--- config.mk ---
export PLATFORM = sky130hd
export DESIGN_NAME = rxopc_top
export DESIGN_NICKNAME = d
export VERILOG_FILES = /design/src/rxopc_pkg.sv /design/src/rxopc_thresh.sv /design/src/rxopc_filter.sv /design/src/rxopc_top.sv
export VERILOG_INCLUDE_DIRS = /design/src
export SDC_FILE = /design/constraint.sdc
export NUM_CORES = 1
export LEC_CHECK = 0
export ABC_AREA = 0
export ABC_CLOCK_PERIOD_IN_PS = 8200
export BUFFER_PORTS_ARGS = -buffer_cell sky130_fd_sc_hd__clkbuf_2
export CORE_MARGIN = 2
export CORE_UTILIZATION = 40
export CTS_CLUSTER_DIAMETER = 150
export DETAILED_ROUTE_END_ITERATION = 10
export SLEW_MARGIN = 5
export SYNTH_ARGS = -nofsm -noshare
export SYNTH_HDL_FRONTEND = slang
export SYNTH_SLANG_ARGS = --single-unit
--- constraint.sdc ---
create_clock -name clk_i -period 8.2 [get_ports clk_i]
set_clock_uncertainty 0.15 [all_clocks]
set_input_delay 0.41 -clock clk_i [delete_from_list [all_inputs] [get_ports clk_i]]
set_output_delay 0.41 -clock clk_i [all_outputs]
set_load 0.01 [all_outputs]
--- src/rxopc_consts.svh ---
`ifndef RXOPC_CONSTS_SVH
`define RXOPC_CONSTS_SVH

// Register offsets (byte addresses, one 32-bit word each)
`define RXOPC_OFF_OPMODE 8'h00
`define RXOPC_OFF_DESC_BASE 8'h04
`define RXOPC_OFF_STATUS 8'h08
`define RXOPC_OFF_MASK 8'h0c
`define RXOPC_OFF_CUR_DESC 8'h10
`define RXOPC_OFF_CFG 8'h14

// Operation mode field positions
`define RXOPC_BIT_FEF 7
`define RXOPC_BIT_FUF 6
`define RXOPC_BIT_RTC_HI 4
`define RXOPC_BIT_RTC_LO 3
`define RXOPC_BIT_OSF 2
`define RXOPC_BIT_SR 1
`define RXOPC_OPMODE_WMASK 32'h0000_00de

// Own config register: store-and-forward, rx state readback
`define RXOPC_BIT_RSF 0
`define RXOPC_BIT_STATE_LO 8

// Event flag positions
`define RXOPC_EV_OVF 4
`define RXOPC_EV_RX_FRAME 6
`define RXOPC_EV_RBU 7
`define RXOPC_EV_RX_STOP 8
`define RXOPC_EV_MASK 32'h0000_01d0

// Reset values
`define RXOPC_RST_OPMODE 32'h0000_0000
`define RXOPC_RST_WORD 32'h0000_0000

// Frame sizes and receive thresholds in bytes
`define RXOPC_MIN_FRAME 8'h40
`define RXOPC_THR_00 8'h40
`define RXOPC_THR_01 8'h20
`define RXOPC_THR_10 8'h60
`define RXOPC_THR_11 8'h80

// Descriptor stride in bytes
`define RXOPC_DESC_STEP 32'h0000_0010

`endif

--- src/rxopc_pkg.sv ---
package rxopc_pkg;

    // Receive DMA process states
    typedef enum logic [1:0] {
        RX_STOPPED,
        RX_RUN_WAIT,
        RX_RUN_XFER,
        RX_SUSPENDED
    } rxopc_rx_state_t;

    // Frame error status, one bit per cause
    typedef struct packed {
        logic crc;
        logic coll;
        logic gmii;
        logic giant;
        logic wdt;
        logic ovf;
    } rxopc_err_t;

endpackage

--- src/rxopc_thresh.sv ---
`timescale 1ns/1ps
`include "rxopc_consts.svh"

// Threshold level decode and fill comparisons
module rxopc_thresh #(
    parameter int CNT_W = 14
) (
    // Settings
    input wire logic [1:0] rtc_i,
    input wire logic rsf_i,
    // Bytes of the current frame
    input wire logic [CNT_W-1:0] cnt_i,
    // Results
    output logic [7:0] thr_o,
    output logic thr_hit_o,
    output logic short_o
);

    // Code to byte level
    always_comb
    begin
        case (rtc_i)
            2'h0: thr_o = `RXOPC_THR_00;
            2'h1: thr_o = `RXOPC_THR_01;
            2'h2: thr_o = `RXOPC_THR_10;
            default: thr_o = `RXOPC_THR_11;
        endcase
    end

    // Level ignored entirely in store-and-forward
    assign thr_hit_o = !rsf_i && (cnt_i > CNT_W'(thr_o));
    // Undersized: below minimum, pad and CRC counted
    assign short_o = cnt_i < CNT_W'(`RXOPC_MIN_FRAME);

endmodule

--- src/rxopc_filter.sv ---
`timescale 1ns/1ps

// Drop or forward decision at end of frame
module rxopc_filter (
    // Settings
    input wire logic fef_i,
    input wire logic fuf_i,
    // Frame facts
    input wire rxopc_pkg::rxopc_err_t err_i,
    input wire logic runt_i,
    input wire logic short_i,
    input wire logic partial_ovf_i,
    input wire logic committed_i,
    // Decision
    output logic drop_o
);

    logic any_err;

    assign any_err = |err_i;

    // Already-started frames cannot be recalled, so they always pass
    always_comb
    begin
        if (committed_i)
            drop_o = 1'b0;
        else if (partial_ovf_i)
            drop_o = 1'b1;
        else if (runt_i)
            drop_o = 1'b1;
        else if (any_err)
            drop_o = !fef_i;
        else
            drop_o = short_i && !fuf_i;
    end

endmodule

--- src/rxopc_top.sv ---
`timescale 1ns/1ps
`include "rxopc_consts.svh"

// What this block does
// - Drop error frames unless error forwarding set
// - Frames already handed over are never dropped
// - Error forwarding passes all error frames but runt and partly written overflow ones
// - Partly written overflow frames dropped unless already started
// - Undersized forwarding passes short good frames
// - Otherwise short frames dropped unless already started
// - Threshold code picks level; exceed starts request
// - Complete frames below threshold transfer automatically
// - Threshold ignored while store-and-forward set
// - Second-frame option lets transmit start early
// - Start runs, fetching from base or retained
// - No owned descriptor suspends, flags bit 7
// - Start acts only when stopped
// - Stop waits for current frame, keeps position
// - Stop acts only when running or suspended
module rxopc_top #(
    parameter int CNT_W = 14
) (
    // Clock and reset
    input wire logic clk_i,
    input wire logic rst_n_i,
    // Register port
    input wire logic [7:0] reg_addr_i,
    input wire logic [31:0] reg_wdata_i,
    input wire logic reg_wr_i,
    input wire logic reg_rd_i,
    output logic [31:0] reg_rdata_o,
    // Frame write side of the receive FIFO
    input wire logic frm_sof_i,
    input wire logic frm_byte_i,
    input wire logic frm_eof_i,
    input wire rxopc_pkg::rxopc_err_t frm_err_i,
    input wire logic frm_runt_i,
    input wire logic frm_partial_ovf_i,
    // Frame verdicts and DMA request
    output logic frm_fwd_o,
    output logic frm_drop_o,
    output logic rd_req_o,
    // Receive DMA descriptor side
    input wire logic desc_owned_i,
    input wire logic xfer_done_i,
    output logic desc_fetch_o,
    output logic [31:0] desc_addr_o,
    output rxopc_pkg::rxopc_rx_state_t rx_state_o,
    // Transmit DMA side
    input wire logic tx_status_pending_i,
    output logic tx_next_ok_o,
    // Interrupt
    output logic irq_o
);

    // Block state, all but the reset synchroniser, in one record
    typedef struct packed {
        logic [31:0] opmode;
        logic [31:0] base;
        logic [31:0] cur;
        logic [31:0] status;
        logic [31:0] mask;
        logic rx_store_forward_en;
        logic reload;
        logic start_pend;
        rxopc_pkg::rxopc_rx_state_t st;
        logic in_frame;
        logic committed;
        logic [CNT_W-1:0] cnt;
        logic rd_req;
        logic fwd;
        logic drop;
        logic fetch;
        logic tx_ok;
        logic irq;
        logic [31:0] rdata;
    } rxopc_top_state_t;

    rxopc_top_state_t s_q;
    rxopc_top_state_t s_d;
    logic [1:0] rst_sync_q; // Reset release synchroniser
    logic rst_n;
    logic [7:0] thr; // Active threshold level
    logic thr_hit;
    logic short_frm;
    logic drop_now;
    logic sr_bit;

    // Async assert, synchronous release
    always_ff @(posedge clk_i or negedge rst_n_i)
    begin
        if (!rst_n_i)
            rst_sync_q <= 2'h0;
        else
            rst_sync_q <= {rst_sync_q[0], 1'b1};
    end
    assign rst_n = rst_sync_q[1];
    assign sr_bit = s_q.opmode[`RXOPC_BIT_SR];

    // Threshold level and comparisons
    rxopc_thresh #(.CNT_W(CNT_W)) u_thresh (
        .rtc_i(s_q.opmode[`RXOPC_BIT_RTC_HI:`RXOPC_BIT_RTC_LO]),
        .rsf_i(s_q.rx_store_forward_en),
        .cnt_i(s_q.cnt),
        .thr_o(thr),
        .thr_hit_o(thr_hit),
        .short_o(short_frm)
    );

    // End of frame verdict
    rxopc_filter u_filter (
        .fef_i(s_q.opmode[`RXOPC_BIT_FEF]),
        .fuf_i(s_q.opmode[`RXOPC_BIT_FUF]),
        .err_i(frm_err_i),
        .runt_i(frm_runt_i),
        .short_i(short_frm),
        .partial_ovf_i(frm_partial_ovf_i),
        .committed_i(s_q.committed),
        .drop_o(drop_now)
    );

    // Next-state logic for everything
    always_comb
    begin
        s_d = s_q;
        s_d.fwd = 1'b0;
        s_d.drop = 1'b0;
        s_d.fetch = 1'b0;
        s_d.rdata = 32'h0000_0000;
        // Register writes
        if (reg_wr_i)
        begin
            case (reg_addr_i)
                `RXOPC_OFF_OPMODE:
                begin
                    s_d.opmode = reg_wdata_i & `RXOPC_OPMODE_WMASK;
                    // Start request counts only when stopped
                    if (reg_wdata_i[`RXOPC_BIT_SR] && s_q.st == rxopc_pkg::RX_STOPPED)
                        s_d.start_pend = 1'b1;
                end
                `RXOPC_OFF_DESC_BASE:
                begin
                    s_d.base = reg_wdata_i;
                    s_d.reload = 1'b1;
                end
                `RXOPC_OFF_STATUS:
                    s_d.status = s_q.status & ~reg_wdata_i;
                `RXOPC_OFF_MASK:
                    s_d.mask = reg_wdata_i & `RXOPC_EV_MASK;
                `RXOPC_OFF_CFG:
                    s_d.rx_store_forward_en = reg_wdata_i[`RXOPC_BIT_RSF];
                default:
                    s_d.rx_store_forward_en = s_q.rx_store_forward_en;
            endcase
        end

        // Register reads, data in the next cycle
        if (reg_rd_i)
        begin
            case (reg_addr_i)
                `RXOPC_OFF_OPMODE:
                    s_d.rdata = s_q.opmode;
                `RXOPC_OFF_DESC_BASE:
                    s_d.rdata = s_q.base;
                `RXOPC_OFF_STATUS:
                    s_d.rdata = s_q.status;
                `RXOPC_OFF_MASK:
                    s_d.rdata = s_q.mask;
                `RXOPC_OFF_CUR_DESC:
                    s_d.rdata = s_q.cur;
                `RXOPC_OFF_CFG:
                    s_d.rdata = {22'h0, s_q.st, 7'h0, s_q.rx_store_forward_en};
                default:
                    s_d.rdata = 32'h0000_0000;
            endcase
        end

        // Frame byte counting, saturating on giants
        if (frm_sof_i)
        begin
            s_d.in_frame = 1'b1;
            s_d.committed = 1'b0;
            s_d.cnt = '0;
        end
        else if (s_q.in_frame && frm_byte_i && s_q.cnt != '1)
            s_d.cnt = s_q.cnt + CNT_W'(1);
        // Crossing the level hands the frame to the read side
        if (s_q.in_frame && !frm_eof_i && thr_hit && !s_q.committed)
        begin
            s_d.committed = 1'b1;
            s_d.rd_req = 1'b1;
        end
        // End of frame: committed frames pass else filter
        if (s_q.in_frame && frm_eof_i)
        begin
            s_d.in_frame = 1'b0;
            s_d.committed = 1'b0;
            s_d.fwd = !drop_now;
            s_d.drop = drop_now;
            // Whole frame below the level goes without a crossing
            if (!drop_now)
                s_d.rd_req = 1'b1;
        end
        // DMA finished reading the frame
        if (xfer_done_i)
            s_d.rd_req = 1'b0;
        // Receive DMA process
        case (s_q.st)
            rxopc_pkg::RX_STOPPED:
            begin
                // Fetch from base when reprogrammed, else retained spot
                if (s_q.start_pend)
                begin
                    s_d.start_pend = 1'b0;
                    s_d.st = rxopc_pkg::RX_RUN_WAIT;
                    s_d.fetch = 1'b1;
                    if (s_q.reload)
                    begin
                        s_d.cur = s_q.base;
                        s_d.reload = 1'b0;
                    end
                end
            end
            rxopc_pkg::RX_RUN_WAIT:
            begin
                // Stop honoured while idle-running
                if (!sr_bit)
                begin
                    s_d.st = rxopc_pkg::RX_STOPPED;
                    s_d.status[`RXOPC_EV_RX_STOP] = 1'b1;
                end
                else if (!desc_owned_i)
                begin
                    // Nothing owned: park and flag buffer unavailable
                    s_d.st = rxopc_pkg::RX_SUSPENDED;
                    s_d.status[`RXOPC_EV_RBU] = 1'b1;
                end
                else if (s_q.rd_req)
                    s_d.st = rxopc_pkg::RX_RUN_XFER;
            end
            rxopc_pkg::RX_RUN_XFER:
            begin
                // Stop deferred to frame end, next position kept
                if (xfer_done_i)
                begin
                    s_d.cur = s_q.cur + `RXOPC_DESC_STEP;
                    if (!sr_bit)
                    begin
                        s_d.st = rxopc_pkg::RX_STOPPED;
                        s_d.status[`RXOPC_EV_RX_STOP] = 1'b1;
                    end
                    else
                        s_d.st = rxopc_pkg::RX_RUN_WAIT;
                end
            end
            rxopc_pkg::RX_SUSPENDED:
            begin
                // Stop honoured while suspended
                if (!sr_bit)
                begin
                    s_d.st = rxopc_pkg::RX_STOPPED;
                    s_d.status[`RXOPC_EV_RX_STOP] = 1'b1;
                end
                else if (desc_owned_i)
                    s_d.st = rxopc_pkg::RX_RUN_WAIT;
            end
            default:
                s_d.st = rxopc_pkg::RX_STOPPED;
        endcase

        // Other sticky events; set applied after the clear so set wins
        if (s_q.in_frame && frm_eof_i)
        begin
            if (!drop_now)
                s_d.status[`RXOPC_EV_RX_FRAME] = 1'b1;
            if (frm_err_i.ovf || frm_partial_ovf_i)
                s_d.status[`RXOPC_EV_OVF] = 1'b1;
        end

        // Transmit may open another frame early
        s_d.tx_ok = s_q.opmode[`RXOPC_BIT_OSF] || !tx_status_pending_i;
        // Level interrupt from unmasked flags
        s_d.irq = |(s_d.status & s_q.mask);
    end

    // All state registered; reset clears every control field
    always_ff @(posedge clk_i or negedge rst_n)
    begin
        if (!rst_n)
        begin
            s_q <= '0;
            s_q.opmode <= `RXOPC_RST_OPMODE;
        end
        else
            s_q <= s_d;
    end

    // Outputs straight from flops
    assign reg_rdata_o = s_q.rdata;
    assign frm_fwd_o = s_q.fwd;
    assign frm_drop_o = s_q.drop;
    assign rd_req_o = s_q.rd_req;
    assign desc_fetch_o = s_q.fetch;
    assign desc_addr_o = s_q.cur;
    assign rx_state_o = s_q.st;
    assign tx_next_ok_o = s_q.tx_ok;
    assign irq_o = s_q.irq;
endmodule

# Word level (Yosys, flattened, before mapping)
# Index checks and enable logic that the tools add are counted.
dict set report classes {
  add_sub_neg 2
  n_lt_le_gt_ge 2
  eq_ne 16
  muxes 50
  bitwise_logic 3
  reduce_logical 34
}
# op n
set op_table {}
lappend op_table {{case mux 32 bit (6 select lines)} 1}
lappend op_table {{two-way mux 32 bit} 5}
lappend op_table {{two-way mux 67 bit} 1}
lappend op_table {{case mux 32 bit (2 select lines)} 1}
lappend op_table {{adder 32 x 5 -> 32 bit (second input constant)} 1}
lappend op_table {{AND 32 bit} 1}
lappend op_table {{AND 32 x 9 -> 32 bit} 1}
lappend op_table {{NOT 32 bit} 1}
lappend op_table {{OR reduction 32 bit} 1}
lappend op_table {{two-way mux 14 bit} 2}
lappend op_table {{two-way mux 1 bit} 25}
lappend op_table {{case mux 8 bit (3 select lines)} 1}
lappend op_table {{two-way mux 2 bit} 9}
lappend op_table {{equality test 8 x 4 -> 1 bit (second input constant)} 2}
lappend op_table {{equality test 8 x 5 -> 1 bit (second input constant)} 2}
lappend op_table {{adder 14 x 1 -> 14 bit (second input constant)} 1}
lappend op_table {{greater-than comparator 14 x 8 -> 1 bit} 1}
lappend op_table {{less-than comparator 14 x 7 -> 1 bit (second input constant)} 1}
lappend op_table {{inequality test 14 bit (second input constant)} 1}
lappend op_table {{logical AND 1 bit} 9}
lappend op_table {{two-way mux 9 bit} 1}
lappend op_table {{equality test 8 x 3 -> 1 bit (second input constant)} 1}
lappend op_table {{zero test 8 bit} 1}
lappend op_table {{case mux 2 bit (4 select lines)} 1}
lappend op_table {{other kinds (17)} 36}
dict set report word_totals {
  register_bits 167
  output_inout_bits 72
  elab_cells 127
}

# Logic depth before layout (Yosys ltp)
dict set report logic_depth {
  depth_word 10
  mapped_depth 9
  ltp_nobuf 9
}

# Modules after synthesis
# From an unflattened synthesis, not the netlist that was laid out.
dict set report hier_totals {
  cells_unflattened 832
  area_unflattened_um2 8708.4
}
# module instances cells_each area_per_inst_um2 seq_area_each_um2
set by_module_without_submodules {}
lappend by_module_without_submodules {rxopc_top 1 797 8449.4 4179.0}
lappend by_module_without_submodules {rxopc_thresh 1 29 206.4 0.0}
lappend by_module_without_submodules {rxopc_filter 1 6 52.6 0.0}

# Worst setup path before layout
# No wires, ideal clock.
dict set report synth_path {
  path_type {input to register}
  start {input port reg_addr_i[7]}
  end {register s_q[56] in the netlist's numbering}
  setup_time_ps 92
  t_arrival_ps 1987
  t_required_ps 7958
  slack_ps 5972
  stages 5
  n_path_buf 0
  cell_sequence {or4_4 -> nor4_4 -> nand3b_4 -> or3b_1 -> o31ai_2}
}
# item line_no
set synth_rtl {}
lappend synth_rtl {{from (decl)} rxopc_top.sv:27} ;# input wire logic [7:0] reg_addr_i,
lappend synth_rtl {{to (decl)} rxopc_top.sv:79} ;# rxopc_top_state_t s_q;

# Final worst setup path
dict set report layout_path {
  start {register s_q (netlist bit rx_state_o[1])}
  end {register s_q (netlist bit desc_addr_o[18])}
}
dict set report layout_between {
  elab_chain_len 3
  word_cells_on_any_way 8
  classes_between {eq/ne (4); mux (1); reduce/logical (3)}
}
# item line_no
set layout_rtl {}
lappend layout_rtl {{equality test 2 bit / zero test 2 bit (equally long branches)} rxopc_top.sv:208} ;# case (s_q.st)
lappend layout_rtl {{inequality test 2 bit (no source line) / nonzero test 2 bit (equally long branches)} -}
lappend layout_rtl {{AND reduction 4 bit (no source line)} -}
# Several ways; a longest one is shown, not always the timed one.
# A chain may end at the register's enable or synchronous reset.

==> results.cfg <==
[status]
run_status = completed

[power]
p_leak_uw = 0.00427
netSwitchingPower_uw = 413
seqPwrFrac_pct = 49.4
swShare_pct = 23.6
power.internal_uw = 1340
clock_power_share_pct = 45.2
p_comb_share_pct = 5.4
powerDensity_nw_per_um2 = 187
max-vdd-ir-drop_uv = 130

[clock_network]
clock_sink_count = 167
clock_tree.root_cell = sky130_fd_sc_hd__clkbuf_16
htree_num_levels = 4
clockBufferDepth = 2
post_cts_resize_count = 0
clk_pin_slew_worst_paths_ns = 0.07
clock_tree_from_tritoncts = yes
holdBufCountCts = 2
clock_latency_ns = 0.43
number_of_buffers_created_by_cts = 17
post_cts.repair.setup_buffers = 0

[critical_path]
cp.buffers_inverters = 0
timing.critical_path.cells = nor2b_4 -> nand2_1 -> nor4_1 -> a21oi_1 -> o21ai_0
crit_slowest_cell = sky130_fd_sc_hd__nor2b_4
worstSetupStartpointType = flip-flop
timing.setup.critical_path_class = flip-flop to flip-flop
max_stage_delay_ns = 0.96
critical_path_arrival_ns = 2.98
timing.critical_path.fanout_max = 51
setup.worst_path.end_class = flip-flop
worstPathRequired_ns = 8.40
critical_path.top_delay_family = simple AND/OR/NAND/NOR gates

[floorplanning]
die_width_um = 149
top_level_ports = 130
row_count = 53
core_area_um2 = 20800
initial_core_util_pct = 40.3
floorplan.die_area_um2 = 22200
die-height_um = 149

[logic_synthesis]
synth_enable_flop_cells = 0
syn_nets = 914
synth.area.top_cells = sky130_fd_sc_hd__dfrtp_1 (50%), sky130_fd_sc_hd__buf_4 (6.2%), sky130_fd_sc_hd__mux2_2 (6.2%)
synth-seq-cells = 167
yosys-top-cells-count = sky130_fd_sc_hd__dfrtp_1 (167), sky130_fd_sc_hd__nor2_1 (99), sky130_fd_sc_hd__buf_4 (69)
synth_area_per_cell_um2 = 9.92
yosys.cell_count.top_type = sky130_fd_sc_hd__dfrtp_1
synthesis.instances = 847
synth_area_um2 = 8400
post_synth_num_cell_types = 60
synth_warnings = 0
synth-seq-area-share_pct = 49.7
synth_top_area_share_pct = 49.7
ys_dominant_reg_cell = sky130_fd_sc_hd__dfrtp_1
synth_area_leader_cell = sky130_fd_sc_hd__dfrtp_1
async_reset_ff_share_pct = 100

[timing]
final-setup-viol-count = 0
period_share_pct = 34.0
worst_slew_pin_slew_ns = 1.07
grt_setup_unrepaired = no
hold-worst-slack_ns = 0.0254
timing.final.crit_period_ns = 2.78
achievable-frequency_mhz = 359
slew_headroom_pct = 28.9
maxSlewViolCount = 0
hold_viol_final = 0
fin_setup_tns_ns = 0

[global_routing]
grt_util_all_layers_pct = 20.2
grt_start_max_net_pins = 64
globalRouteOverflowTotal = 0
initial_antenna_violation_count = 0
grt_first_pass_wirelength_mm = 34.8
via_count_of_the_first_global_routing_pass = 6287

[route]
route.antenna.remaining_nets = 0
post_drt_via_cell_ratio = 5.46
routedWlPerCell_um = 18.5
route.final.wire_length_mm = 21.8
remaining_drc_errors = 0
drt_pass1_iterations = 5
dr_total_vias = 6421
detailedRoute.firstIterationViolations = 386

[layout]
antenna_cells = 0
post_route_cells_drive_above_1_share_pct = 25.6
instances_no_fill = 1176
fillCellCount = 2042
final_net_count = 956
final_core_util_pct = 44.9
areaGrowthSynthToFinish_pct = 11.3

[placement]
gp_congestion = 0.846
numPortBuffers = 129
dpl.cell_count = 1143
hpwlAfterDp_mm = 14.6

[run]
max-cap-violations = 0

[min_path]
min_path_type = input pin to flip-flop
## worst register-to-register path, cell delays in order (launching register included)
cell and delay [ns]:
sky130_fd_sc_hd__dfrtp_1 0.67, sky130_fd_sc_hd__nor2b_4 0.97, sky130_fd_sc_hd__nand2_1 0.39, sky130_fd_sc_hd__nor4_1 0.30, sky130_fd_sc_hd__a21oi_1 0.06, sky130_fd_sc_hd__o21ai_0 0.17
## layout by cell type (no fill, tap or decap), types with 15 or more instances in the layout
master	netlist	routed
sky130_fd_sc_hd__a21boi_0	32	32
sky130_fd_sc_hd__a21oi_1	64	63
sky130_fd_sc_hd__a22oi_1	28	28
sky130_fd_sc_hd__clkbuf_16	0	17
sky130_fd_sc_hd__clkbuf_2	0	129
sky130_fd_sc_hd__dfrtp_1	167	166
sky130_fd_sc_hd__mux2_2	46	46
sky130_fd_sc_hd__nand2_1	58	58
sky130_fd_sc_hd__nand3_1	32	32
sky130_fd_sc_hd__nor2_1	99	99
sky130_fd_sc_hd__o21ai_0	29	29
sky130_fd_sc_hd__o22ai_1	15	15
## worst paths after layout
check / startpoint / to / slack, ns / cells past startpoint
setup / recovery: rx_state_o[1] / desc_addr_o[18] / 5.42 / 5
hold / removal: reg_wdata_i[11] / s_q[102] / 0.03 / 2
setup reg to reg: rx_state_o[1] / desc_addr_o[18] / 5.42 / 5
hold reg to reg: rst_sync_q[0] / rst_sync_q[1] / 0.20 / 0
max in group asynchronous: rst_sync_q[1] / s_q[107] / 5.74 / 2
min in group asynchronous: rst_n_i / rst_sync_q[1] / 0.15 / 2
## state kept, by name (all words and copies together) (netlist names)
signal        cells
rst_sync_q        2
rd_req_o          1
frm_drop_o        1
desc_addr_o      32
irq_o             1
desc_fetch_o      1
tx_next_ok_o      1
rx_state_o        2
frm_fwd_o         1
reg_rdata_o      32
s_q              93
## cells by family (layout without fill, tap and decap cells)
logic type               Yosys count  count (layout)  synth area share, %
buffers and inverters            128             182                 9.02
adder cells (fa/ha/maj)            9               9                 1.34
XOR/XNOR                          12              12                 1.25
flip-flops                       167             167                 49.7
AO/OA/AOI/OAI                    211             211                 16.3
other                              1               1               0.0446
multiplexers                      52              52                 6.88
AND/OR/NAND/NOR                  267             267                 15.5
## layer usage
layer  up-vias  part of all wire (%)  track usage [%]  wire length [um]
li1       3036                     -                -                 -
met1      3171                    45             27.5              9700
met2       200                    48             33.0             10500
met3        14                   6.0             3.82              1300
met4         0                   1.1             5.57               242
met5         -                     0                0                 0
## area by class of cell
| class | instances | area [um2] | share of cell area, % |
|---|---|---|---|
| clock buffers | 19 | 443 | 4.74 |
| clock inverters | 12 | 129 | 1.38 |
| inverters | 12 | 45.0 | 0.482 |
| multi-input cells | 552 | 3480 | 37.2 |
| flip-flops and latches | 167 | 4180 | 44.7 |
| well taps | 275 | 344 | 3.68 |
| repair buffers | 139 | 726 | 7.76 |
## stage by stage
stage / total power, uW / setup WS [ns] / area [um2]
CTS: 1770 / 5.40 / 9350
floorplan: 930 / 3.05 / 8400
finish: 1750 / 5.42 / 9350
global route: 1810 / 5.18 / 9350
detailed placement: 975 / 4.95 / 8760
global placement: 974 / 5.08 / 8760
## power by group through the flow
| stage | Sequential (uW) | Combinational, uW | Clock [uW] |
|---|---|---|---|
| floorplan | 881 | 48.8 | 0 |
| global placement | 879 | 94.7 | 0 |
| detailed placement | 880 | 95.6 | 0 |
| CTS | 864 | 96.7 | 805 |
| global route | 867 | 107 | 839 |
| finish | 864 | 94.9 | 790 |
(Power assumes the default switching activity.)
